$ cat src/hic_pkg.sv
// Purpose: Shared constants and carriers for the host interface control block
// Assumes: 20 MHz system clock, pin inputs asynchronous to it
// Notes:   Register storage behind the port is a small local array
package hic_pkg;

  // Clock and reset timing
  localparam int unsigned CLK_HZ         = 20000000;  // System clock rate
  localparam int unsigned RST_MAX_NS     = 2000;      // Longest reset process
  localparam int unsigned RST_CYC        = (RST_MAX_NS * (CLK_HZ / 1000000)) / 1000;
  localparam logic [7:0]  RST_CYC_W      = 8'(RST_CYC); // Reset count at counter width

  // Address and data widths
  localparam int unsigned ADDR_W         = 11;        // Parallel address width
  localparam int unsigned DATA_W         = 8;         // Data bus width
  localparam int unsigned HI_ADDR_LSB    = 8;         // Upper address pins A10..A8

  // Local register map
  localparam logic [10:0] GPIO_ADDR      = 11'h000;   // General-purpose register
  localparam logic [10:0] GCFG_ADDR      = 11'h001;   // Global configuration register
  localparam int unsigned REG_DEPTH      = 16;        // Scratch array depth

  // General-purpose register fields
  localparam int unsigned GP_DIR_LSB     = 0;         // Direction bits 1..0
  localparam int unsigned GP_LVL_LSB     = 2;         // Level bits 3..2
  localparam logic [7:0]  GPIO_RST       = 8'h00;     // Both pins input after reset

  // Global configuration fields
  localparam int unsigned INT_PIN_LSB    = 2;         // Interrupt pin mode bits 3..2
  localparam logic [7:0]  GCFG_RST       = 8'h00;     // Open drain, active low

  // Serial framing: one command byte, one data byte
  localparam int unsigned SER_BITS       = 16;        // Bits per serial frame
  localparam logic [4:0]  SER_BITS_W     = 5'(SER_BITS);

  // Host port mode after strap sampling
  typedef enum logic [1:0]
  {
    HIC_SERIAL,
    HIC_DIR_STROBE,
    HIC_SEP_STROBE
  } hic_mode_t;

  // Sampled straps
  typedef struct packed
  {
    logic      parallel;     // Interface kind strap
    logic      sep_style;    // High selects separate read/write strobes
    logic      multiplexed;  // High selects multiplexed address/data
  } hic_strap_t;

  // Parallel bus pins after synchronisation
  typedef struct packed
  {
    logic                cs_n;
    logic                strobe_a_n;  // Data strobe or read strobe
    logic                strobe_b;    // Direction select or write strobe
    logic                ale;         // Address latch pin
    logic [ADDR_W-1:0]   addr;
    logic [DATA_W-1:0]   data;
  } hic_pbus_t;

endpackage

$ cat src/hic_top.sv
// Purpose: Host port mode select and control for a multi-channel line device
// Assumes: Pins asynchronous to SYS_CLK_IN; shift clock much slower than it
// Notes:   Straps are captured once, at the end of the reset process
module hic_top (
  input  wire logic        SYS_CLK_IN,           // 20 MHz system clock
  input  wire logic        SRST_IN,              // Synchronous reset, high
  input  wire logic        HW_RST_N_IN,          // Hardware reset pin, low
  input  wire logic        IF_KIND_IN,           // Serial/parallel strap
  input  wire logic        STYLE_SEL_IN,         // Parallel style strap
  input  wire logic        MUX_SEL_IN,           // Multiplex strap
  input  wire logic        CS_N_IN,              // Chip select, low
  input  wire logic        STROBE_A_N_IN,        // Shift clock, data or read strobe
  input  wire logic        STROBE_B_IN,          // Serial in, direction or write
  input  wire logic        ALE_IN,               // Address latch pin
  input  wire logic [10:0] ADDR_IN,              // Address pins
  input  wire logic [7:0]  DATA_IN,              // Data bus, input side
  output logic      [7:0]  DATA_OUT,             // Data bus, output side
  output logic             DATA_OE_OUT,          // Data bus driven
  output logic             RESP_OUT,             // Serial out, ack or ready
  output logic             RESP_OE_OUT,          // Response pin driven
  input  wire logic [1:0]  GP_IN,                // General-purpose pins, input
  output logic      [1:0]  GP_OUT,               // General-purpose pins, output
  output logic      [1:0]  GP_OE_OUT,            // General-purpose pins driven
  input  wire logic [7:0]  IRQ_PEND_IN,          // Pending sources, same clock
  input  wire logic [7:0]  IRQ_MASK_IN,          // Source masks, high masks
  output logic             INT_OUT,              // Interrupt pin level
  output logic             INT_OE_OUT,           // Interrupt pin driven
  output logic             BUSY_OUT,             // Reset process running
  output logic [1:0]       MODE_OUT              // Sampled host port mode
);

  // Access phase of the host port
  typedef enum logic [1:0]
  {
    PH_IDLE,
    PH_ACTIVE,
    PH_DONE
  } hic_phase_t;

  // Whole module state
  typedef struct packed
  {
    logic [7:0]         rst_cnt;     // Reset process counter
    hic_pkg::hic_strap_t strap;      // Captured straps
    hic_pkg::hic_mode_t mode;        // Host port mode
    hic_phase_t         phase;       // Access phase
    logic [10:0]        addr;        // Latched address
    logic [7:0]         gpio;        // General-purpose register
    logic [7:0]         gcfg;        // Global configuration register
    logic [7:0]         rdata;       // Read data pipeline
    logic               resp;        // Response pin level
    logic               data_oe;     // Data bus drive enable
    logic [4:0]         bit_cnt;     // Serial bit counter
    logic [15:0]        shift;       // Serial shift register
    logic               sout;        // Serial output bit
    logic               prev_sclk;   // Shift clock history
    logic               prev_ale;    // Latch pin history
    logic               prev_cs;     // Chip select history
  } hic_state_t;

  hic_state_t st;                    // Registered state
  hic_state_t next_st;               // Next state
  hic_pkg::hic_pbus_t pb;            // Synchronised bus pins
  logic [1:0]  gp_s;                 // Synchronised general-purpose pins
  logic [3:0]  strap_s;              // Synchronised straps and reset pin
  logic [7:0]  scratch [hic_pkg::REG_DEPTH]; // Other register storage
  logic        wr_en;                // Scratch write this cycle
  logic [10:0] wr_addr;              // Scratch write address
  logic [7:0]  wr_data;              // Scratch write data
  logic        irq_any;              // Unmasked pending source

  // Every pin except the interrupt source and mask inputs crosses two stages before logic sees it
  hic_sync #(.WIDTH(23)) u_bus_sync (
    .clk_in   (SYS_CLK_IN),
    .rst_in   (SRST_IN),
    .async_in ({CS_N_IN, STROBE_A_N_IN, STROBE_B_IN, ALE_IN, ADDR_IN, DATA_IN}),
    .sync_out (pb)
  );

  hic_sync #(.WIDTH(6)) u_misc_sync (
    .clk_in   (SYS_CLK_IN),
    .rst_in   (SRST_IN),
    .async_in ({GP_IN, HW_RST_N_IN, IF_KIND_IN, STYLE_SEL_IN, MUX_SEL_IN}),
    .sync_out ({gp_s, strap_s})
  );

  // Register read decode, shared by serial and parallel paths
  function automatic logic [7:0] rd_reg(input logic [10:0] a, input logic [7:0] g,
                                        input logic [7:0] c, input logic [1:0] pin);
    logic [7:0] v;
    v = '0;
    if (a == hic_pkg::GPIO_ADDR)
    begin
      v = g;
      for (int i = 0; i < 2; i++)
      begin
        if (!g[hic_pkg::GP_DIR_LSB + i])
          v[hic_pkg::GP_LVL_LSB + i] = pin[i];
      end
    end
    else if (a == hic_pkg::GCFG_ADDR)
      v = c;
    else
      v = '0;
    return v;
  endfunction

  // Next-state logic
  always_comb
  begin
    logic       sclk_rise;
    logic       sclk_fall;
    logic       ale_fall;
    logic       cs_fall;
    logic       wr_now;
    logic [7:0] wv;
    sclk_rise = 1'b0;
    sclk_fall = 1'b0;
    ale_fall  = 1'b0;
    cs_fall   = 1'b0;
    wr_now    = 1'b0;
    wv        = '0;
    next_st   = st;
    wr_en     = 1'b0;
    wr_addr   = st.addr;
    wr_data   = '0;
    next_st.prev_sclk = pb.strobe_a_n;
    next_st.prev_ale  = pb.ale;
    next_st.prev_cs   = pb.cs_n;
    sclk_rise = !st.prev_sclk && pb.strobe_a_n;
    sclk_fall = st.prev_sclk && !pb.strobe_a_n;
    ale_fall  = st.prev_ale && !pb.ale;
    cs_fall   = st.prev_cs && !pb.cs_n;
    if (!strap_s[3])
    begin
      // Hardware reset pin low restarts the reset process
      next_st.rst_cnt = hic_pkg::RST_CYC_W;
      next_st.gpio    = hic_pkg::GPIO_RST;
      next_st.gcfg    = hic_pkg::GCFG_RST;
      next_st.phase   = PH_IDLE;
      next_st.resp    = 1'b1;
      next_st.data_oe = 1'b0;
    end
    else if (st.rst_cnt != '0)
    begin
      next_st.rst_cnt = st.rst_cnt - 8'h01;
      if (st.rst_cnt == 8'h01)
      begin
        // Straps captured once as the process ends
        next_st.strap = {strap_s[2], strap_s[1], strap_s[0]};
        if (!strap_s[2])
          next_st.mode = hic_pkg::HIC_SERIAL;
        else if (strap_s[1])
          next_st.mode = hic_pkg::HIC_SEP_STROBE;
        else
          next_st.mode = hic_pkg::HIC_DIR_STROBE;
      end
    end
    else if (pb.cs_n)
    begin
      // Deselected: port idle, responses released
      next_st.phase   = PH_IDLE;
      next_st.data_oe = 1'b0;
      next_st.bit_cnt = '0;
      next_st.resp    = (st.mode == hic_pkg::HIC_SERIAL) ? 1'b0 : 1'b1;
    end
    else if (st.mode == hic_pkg::HIC_SERIAL)
    begin
      // Serial: bit 15 read flag, 14..8 address, 7..0 data
      if (cs_fall)
        next_st.bit_cnt = '0;
      else if (sclk_rise && st.bit_cnt != hic_pkg::SER_BITS_W)
      begin
        next_st.shift   = {st.shift[14:0], pb.strobe_b};
        next_st.bit_cnt = st.bit_cnt + 5'h01;
        if (st.bit_cnt == 5'h07)
        begin
          next_st.addr  = {4'h0, st.shift[5:0], pb.strobe_b};
          next_st.rdata = rd_reg({4'h0, st.shift[5:0], pb.strobe_b}, st.gpio, st.gcfg, gp_s);
        end
        if (st.bit_cnt == 5'h0F && !st.shift[14])
          wr_now = 1'b1;
      end
      else if (sclk_fall && st.bit_cnt >= 5'h08)
      begin
        next_st.sout  = st.rdata[7];
        next_st.rdata = {st.rdata[6:0], 1'b0};
      end
      wv = {st.shift[6:0], pb.strobe_b};
      next_st.resp = next_st.sout;
    end
    else
    begin
      // Parallel address capture: shared bus when multiplexed, address pins otherwise
      if (st.strap.multiplexed && ale_fall)
        next_st.addr = {pb.addr[10:8], pb.data};
      else if (!st.strap.multiplexed)
        next_st.addr = pb.addr;
      case (st.phase)
        PH_IDLE:
        begin
          if (cs_fall)
            next_st.phase = PH_ACTIVE;
        end
        PH_ACTIVE:
        begin
          if (st.mode == hic_pkg::HIC_DIR_STROBE && !pb.strobe_a_n)
          begin
            if (pb.strobe_b)
            begin
              next_st.rdata   = rd_reg(st.addr, st.gpio, st.gcfg, gp_s);
              next_st.data_oe = 1'b1;
            end
            else
              wr_now = 1'b1;
            next_st.phase = PH_DONE;
            next_st.resp  = 1'b0;
          end
          else if (st.mode == hic_pkg::HIC_SEP_STROBE && (!pb.strobe_a_n || !pb.strobe_b))
          begin
            next_st.resp = 1'b0;
            if (!pb.strobe_a_n)
            begin
              next_st.rdata   = rd_reg(st.addr, st.gpio, st.gcfg, gp_s);
              next_st.data_oe = 1'b1;
            end
            next_st.phase = PH_DONE;
          end
        end
        PH_DONE:
        begin
          if (st.mode == hic_pkg::HIC_SEP_STROBE)
          begin
            next_st.resp = 1'b1;
            if (pb.strobe_a_n && pb.strobe_b)
            begin
              next_st.data_oe = 1'b0;
              if (!st.data_oe)
                wr_now = 1'b1;
              next_st.phase = PH_IDLE;
            end
          end
          else if (pb.strobe_a_n)
          begin
            next_st.resp    = 1'b1;
            next_st.data_oe = 1'b0;
            next_st.phase   = PH_IDLE;
          end
        end
        default:
          next_st.phase = PH_IDLE;
      endcase
      wv = pb.data;
    end
    // Register write, shared by all modes
    if (wr_now)
    begin
      if (st.addr == hic_pkg::GPIO_ADDR)
        next_st.gpio = wv;
      else if (st.addr == hic_pkg::GCFG_ADDR)
        next_st.gcfg = wv;
      else
      begin
        wr_en   = 1'b1;
        wr_data = wv;
      end
    end
  end

  // State register; reset loads constants only
  always_ff @(posedge SYS_CLK_IN)
  begin
    if (SRST_IN)
    begin
      st           <= '0;
      st.rst_cnt   <= hic_pkg::RST_CYC_W;
      st.gpio      <= hic_pkg::GPIO_RST;
      st.gcfg      <= hic_pkg::GCFG_RST;
      st.resp      <= 1'b1;
      st.prev_cs   <= 1'b1;
      st.prev_ale  <= 1'b1;
      st.prev_sclk <= 1'b1;
    end
    else
      st <= next_st;
  end

  // Scratch registers; not reset, contents undefined until written
  always_ff @(posedge SYS_CLK_IN)
  begin
    if (wr_en)
      scratch[wr_addr[3:0]] <= wr_data;
  end

  // Interrupt combine of unmasked sources
  assign irq_any = |(IRQ_PEND_IN & ~IRQ_MASK_IN);

  // Bit 3 high: push-pull; bit 2 high: active high
  assign INT_OUT    = (irq_any == st.gcfg[hic_pkg::INT_PIN_LSB]);
  assign INT_OE_OUT = st.gcfg[hic_pkg::INT_PIN_LSB + 1] | irq_any;

  // General-purpose pins: drive only when configured as output
  generate
    for (genvar g = 0; g < 2; g++)
    begin : gp_pin
      assign GP_OE_OUT[g] = st.gpio[hic_pkg::GP_DIR_LSB + g];
      assign GP_OUT[g]    = st.gpio[hic_pkg::GP_LVL_LSB + g];
    end
  endgenerate

  // Port outputs from registers
  assign DATA_OUT    = st.rdata;
  assign DATA_OE_OUT = st.data_oe && !pb.cs_n;
  assign RESP_OUT    = st.resp;
  assign RESP_OE_OUT = (st.rst_cnt == '0);
  assign BUSY_OUT    = (st.rst_cnt != '0);
  assign MODE_OUT    = st.mode;

endmodule

$ cat src/hic_sync.sv
// Purpose: Two flip-flop synchroniser for a vector of asynchronous pins
// Assumes: Single system clock, synchronous reset
// Notes:   First stage is read only by the second stage
module hic_sync #(
  parameter int unsigned WIDTH = 1               // Number of bits synchronised
) (
  input  wire logic             clk_in,          // System clock
  input  wire logic             rst_in,          // Synchronous reset, high
  input  wire logic [WIDTH-1:0] async_in,        // Raw pin levels
  output logic      [WIDTH-1:0] sync_out         // Levels after two stages
);

  logic [WIDTH-1:0] meta;                        // First stage, metastable

  // Two stages; reset values are constants only
  always_ff @(posedge clk_in)
  begin
    if (rst_in)
    begin
      meta     <= '0;
      sync_out <= '0;
    end
    else
    begin
      meta     <= async_in;
      sync_out <= meta;
    end
  end

endmodule

$ cat config.mk
export PLATFORM = sky130hd
export DESIGN_NAME = hic_top
export DESIGN_NICKNAME = d
export VERILOG_FILES = /design/src/hic_pkg.sv /design/src/hic_top.sv /design/src/hic_sync.sv
export SDC_FILE = /design/constraint.sdc
export NUM_CORES = 1
export LEC_CHECK = 0
export BUFFER_PORTS_ARGS = -buffer_cell sky130_fd_sc_hd__buf_4
export CORE_MARGIN = 2
export CORE_UTILIZATION = 58
export CTS_CLUSTER_DIAMETER = 40
export CTS_CLUSTER_SIZE = 10
export DETAILED_ROUTE_END_ITERATION = 6
export PLACE_DENSITY_LB_ADDON = 0.3
export RECOVER_POWER = 25
export SLEW_MARGIN = 20
export SYNTH_ARGS = -nofsm -noshare
export SYNTH_HDL_FRONTEND = slang
export SYNTH_SLANG_ARGS = --single-unit
$ cat constraint.sdc
create_clock -name SYS_CLK_IN -period 2.8 [get_ports SYS_CLK_IN]
set_clock_uncertainty 0.05 [all_clocks]
set_input_delay 0.14 -clock SYS_CLK_IN [delete_from_list [all_inputs] [get_ports SYS_CLK_IN]]
set_output_delay 0.14 -clock SYS_CLK_IN [all_outputs]
set_load 0.01 [all_outputs]
==> impl_metrics.yaml <==
run_status:
  status: "finished clean"
layout:
  final_net_count: 762
  drive_above_1_share: 0.170
  fill_cells: 685
  num_antenna_cells: 0
  area_delta_synth_final_pct: 24.0
timing:
  final-hold-violation-count: 0
  worst_pin_slew_ns: 0.631
  drv_slew: 0
  rsz0062_at_grt: "no"
  slew_headroom: 0.579
  fin_tns_setup_ns: 0
  clock.fmax_mhz: 379
  min_period_ns: 2.64
  setup_viol: 0
  fin_crit_sh: 0.943
power_and_ir_drop:
  ir_worst_vdd_uv: 492
  total_power_w: 0.00422
  p_int_w: 0.00332
  clkPwrFrac: 0.494
  power.density_mw_per_mm2: 596
  power_frac_comb: 0.046
  sequentialPowerShare: 0.460
  p_leak_nw: 2.85
  switching_share: 0.214
  power_switching_w: 0.000905
global_route:
  grt_pass1_wl_mm: 21.0
  grt_max_degree: 63
  grt_util_all_layers: 0.258
  grt_overflow: 0
  grt_pass1_vias: 4361
  antenna_found_initial: 0
worst_setup_path:
  path_cells: "inv_1, ha_1, nor4bb_1, nand2_1, or4_4, a211o_1, mux2i_1"
  cp_max_fo: 8
  crit_type: "flip-flop to flip-flop"
  path_delay_family: "simple AND/OR/NAND/NOR gates"
  start_kind: "flip-flop"
  critPathRequiredTime_ns: 3.18
  path_buf_inv: 1
  cp_slowest_cell: "or4_4"
  worst_setup_path_end_kind: "flip-flop"
  worstPathArrival_ns: 3.02
  slowest_delay_ns: 0.56
die:
  die_height_um: 103
  design.core.area_mm2: 0.00968
  io_pins: 67
  rows: 36
  die_area_mm2: 0.0107
  start_util: 0.590
  die_w_um: 103
logic_synthesis:
  yosysWarnings: 0
  netlist_instances: 626
  synthesis.area_mm2: 0.00571
  syn_avg_cell_area_um2: 9.13
  ys_ff_latch: 132
  ys_types: 58
  synth-edff-count: 0
  ys.flop_type: "dfxtp_1"
  yosysSeqAreaShare: 0.462
  synth-async-reset-ratio: 0
  synth.net_count: 683
clock_tree:
  clock_tree.root_cell: "clkbuf_8"
  clkSlewWorstSetupHoldPaths_ns: 0.06
  cts.sinks: 132
  clockBufferDepth: 2
  cts_tree: "done"
  cts_max_level: 4
  postCtsSetupBuffers: 0
  clock_latency_ns: 0.51
  numCtsBuffers: 17
placed_design:
  gp_congestion: 0.901
  port_buffers: 66
  dpl.hpwl_mm: 8.48
route:
  drt_wl_total_mm: 13.0
  drc: 0
  drt-initial-drc-count: 323
  wl_per_cell_um: 15.3
  ant_nets: 0
  vias: 4567
  dr.pass1.iters: 5
  avgViaCountPerCell: 5.37
worst_hold_path:
  hold_path.class: "primary input to flip-flop"
flow_run:
  drv_cap: 0
==> logic make-up after synthesis <==
group | after synthesis | synth area share
XOR/XNOR | 7 | 0.0107
AO/OA/AOI/OAI | 96 | 0.115
AND/OR/NAND/NOR | 256 | 0.236
multiplexers | 55 | 0.0970
adder cells (fa/ha/maj) | 10 | 0.0219
buffers and inverters | 70 | 0.0569
flip-flops | 132 | 0.462
==> layer usage <==
layer | wire [um] | vias up | global-route usage
met4 | 250 | 0 | 0.111
met3 | 643 | 25 | 0.0679
met1 | 5670 | 2124 | 0.322
met2 | 6480 | 129 | 0.425
met5 | 0 | - | 0
li1 | - | 2289 | -
==> state kept, by name, summed over array words and instances, names as in the netlist, 2 cells and up <==
| name | flops |
|---|---|
| DATA_OUT | 8 |
| u_misc_sync.meta | 6 |
| wr_addr | 11 |
| u_bus_sync.sync_out | 23 |
| u_misc_sync.sync_out | 6 |
| GP_OUT | 2 |
| MODE_OUT | 2 |
| GP_OE_OUT | 2 |
| st | 48 |
| u_bus_sync.meta | 23 |
==> power groups by stage <==
stage	Sequential, W	Combinational (W)	Clock, W
global placement	0.00198	0.000157	0
floorplan	0.00197	0.0000954	0
CTS	0.00194	0.000195	0.00211
global route	0.00195	0.000212	0.00220
detailed placement	0.00198	0.000161	0
finish	0.00194	0.000195	0.00208
==> worst paths after layout <==
kind                            start                       to  slack, ns  cells past startpoint
setup reg to reg               st[69]                   st[37]       0.16                      7
hold / removal                SRST_IN               wr_addr[3]       0.07                      2
hold reg to reg   u_bus_sync.meta[14]  u_bus_sync.sync_out[14]       0.39                      1
setup / recovery               st[69]                   st[37]       0.16                      7
==> stage by stage <==
stage | util | hold slack [ns] | area [um^2] | instances | setup WS (ns)
final | 0.731 | 0.0680 | 7080 | 850 | 0.160
after global routing | 0.731 | 0.0814 | 7080 | 850 | 0.0501
after CTS | 0.731 | 0.0510 | 7080 | 850 | 0.168
after floorplan | - | 0.218 | 5710 | 626 | 0.331
after global placement | 0.643 | 0.303 | 6230 | 790 | 0.370
after detailed placement | 0.643 | 0.304 | 6230 | 790 | 0.230
==> cell usage after synthesis (3+ instances only) <==
| cell | count | share of area |
|---|---|---|
| dfxtp_1 | 132 | 0.46 |
| nand2_1 | 74 | 0.049 |
| nor2b_1 | 67 | 0.073 |
| mux2i_1 | 52 | 0.091 |
| nor2_1 | 39 | 0.026 |
| clkbuf_1 | 31 | 0.020 |
| a21oi_1 | 26 | 0.023 |
| inv_1 | 22 | 0.014 |
| o21ai_0 | 18 | 0.016 |
| buf_4 | 14 | 0.018 |
| nor3_1 | 13 | 0.011 |
| ha_1 | 10 | 0.022 |
| nand2b_1 | 9 | 0.0099 |
| nor4_1 | 9 | 0.0099 |
| a211oi_1 | 8 | 0.011 |
| a21o_1 | 8 | 0.011 |
| nand3_1 | 7 | 0.0061 |
| o2bb2ai_1 | 5 | 0.0077 |
| a22o_1 | 4 | 0.0061 |
| nor3b_1 | 4 | 0.0053 |
| o22ai_1 | 4 | 0.0044 |
| or2_2 | 4 | 0.0044 |
| or4_1 | 4 | 0.0053 |
| xnor2_1 | 4 | 0.0061 |
| and2_1 | 3 | 0.0033 |
| and4_1 | 3 | 0.0046 |
| mux2_2 | 3 | 0.0059 |
| nand3b_1 | 3 | 0.0039 |
| nand4_1 | 3 | 0.0033 |
| o31ai_1 | 3 | 0.0039 |
| or3_1 | 3 | 0.0033 |
| xor2_1 | 3 | 0.0046 |
==> repair_timing <==
action / 4_1_cts / 5_1_grt
gates resized for setup: 0 / 0
endpoints found under the hold margin: 29 / 0
hold buffers: 29 / 0
==> placed cells by master, fill, tap and decap left out, types with 9 or more instances in the layout <==
cell           Yosys  routed
nand2b_1           9       9
nor2_1            39      39
nor2b_1           67      67
clkbuf_4           0      27
clkbuf_16          0      16
nor4_1             9       9
mux2i_1           52      52
a21oi_1           26      26
dlygate4sd3_1      0      29
ha_1              10      10
buf_4             14      52
dfxtp_1          132     132
nand2_1           74      74
nor3_1            13      13
inv_1             22      22
o21ai_0           18      18
==> cell type report <==
type | instances | area [um^2] | area share
Timing Repair Buffer | 108 | 883 | 0.125
Tap cell | 133 | 166 | 0.0235
Sequential cell | 132 | 2640 | 0.373
Inverter | 22 | 82.6 | 0.0117
Multi-Input combinational cell | 424 | 2750 | 0.388
Clock inverter | 13 | 134 | 0.0189
Clock buffer | 18 | 428 | 0.0604
No activity file was read; power rests on OpenSTA's default activity.
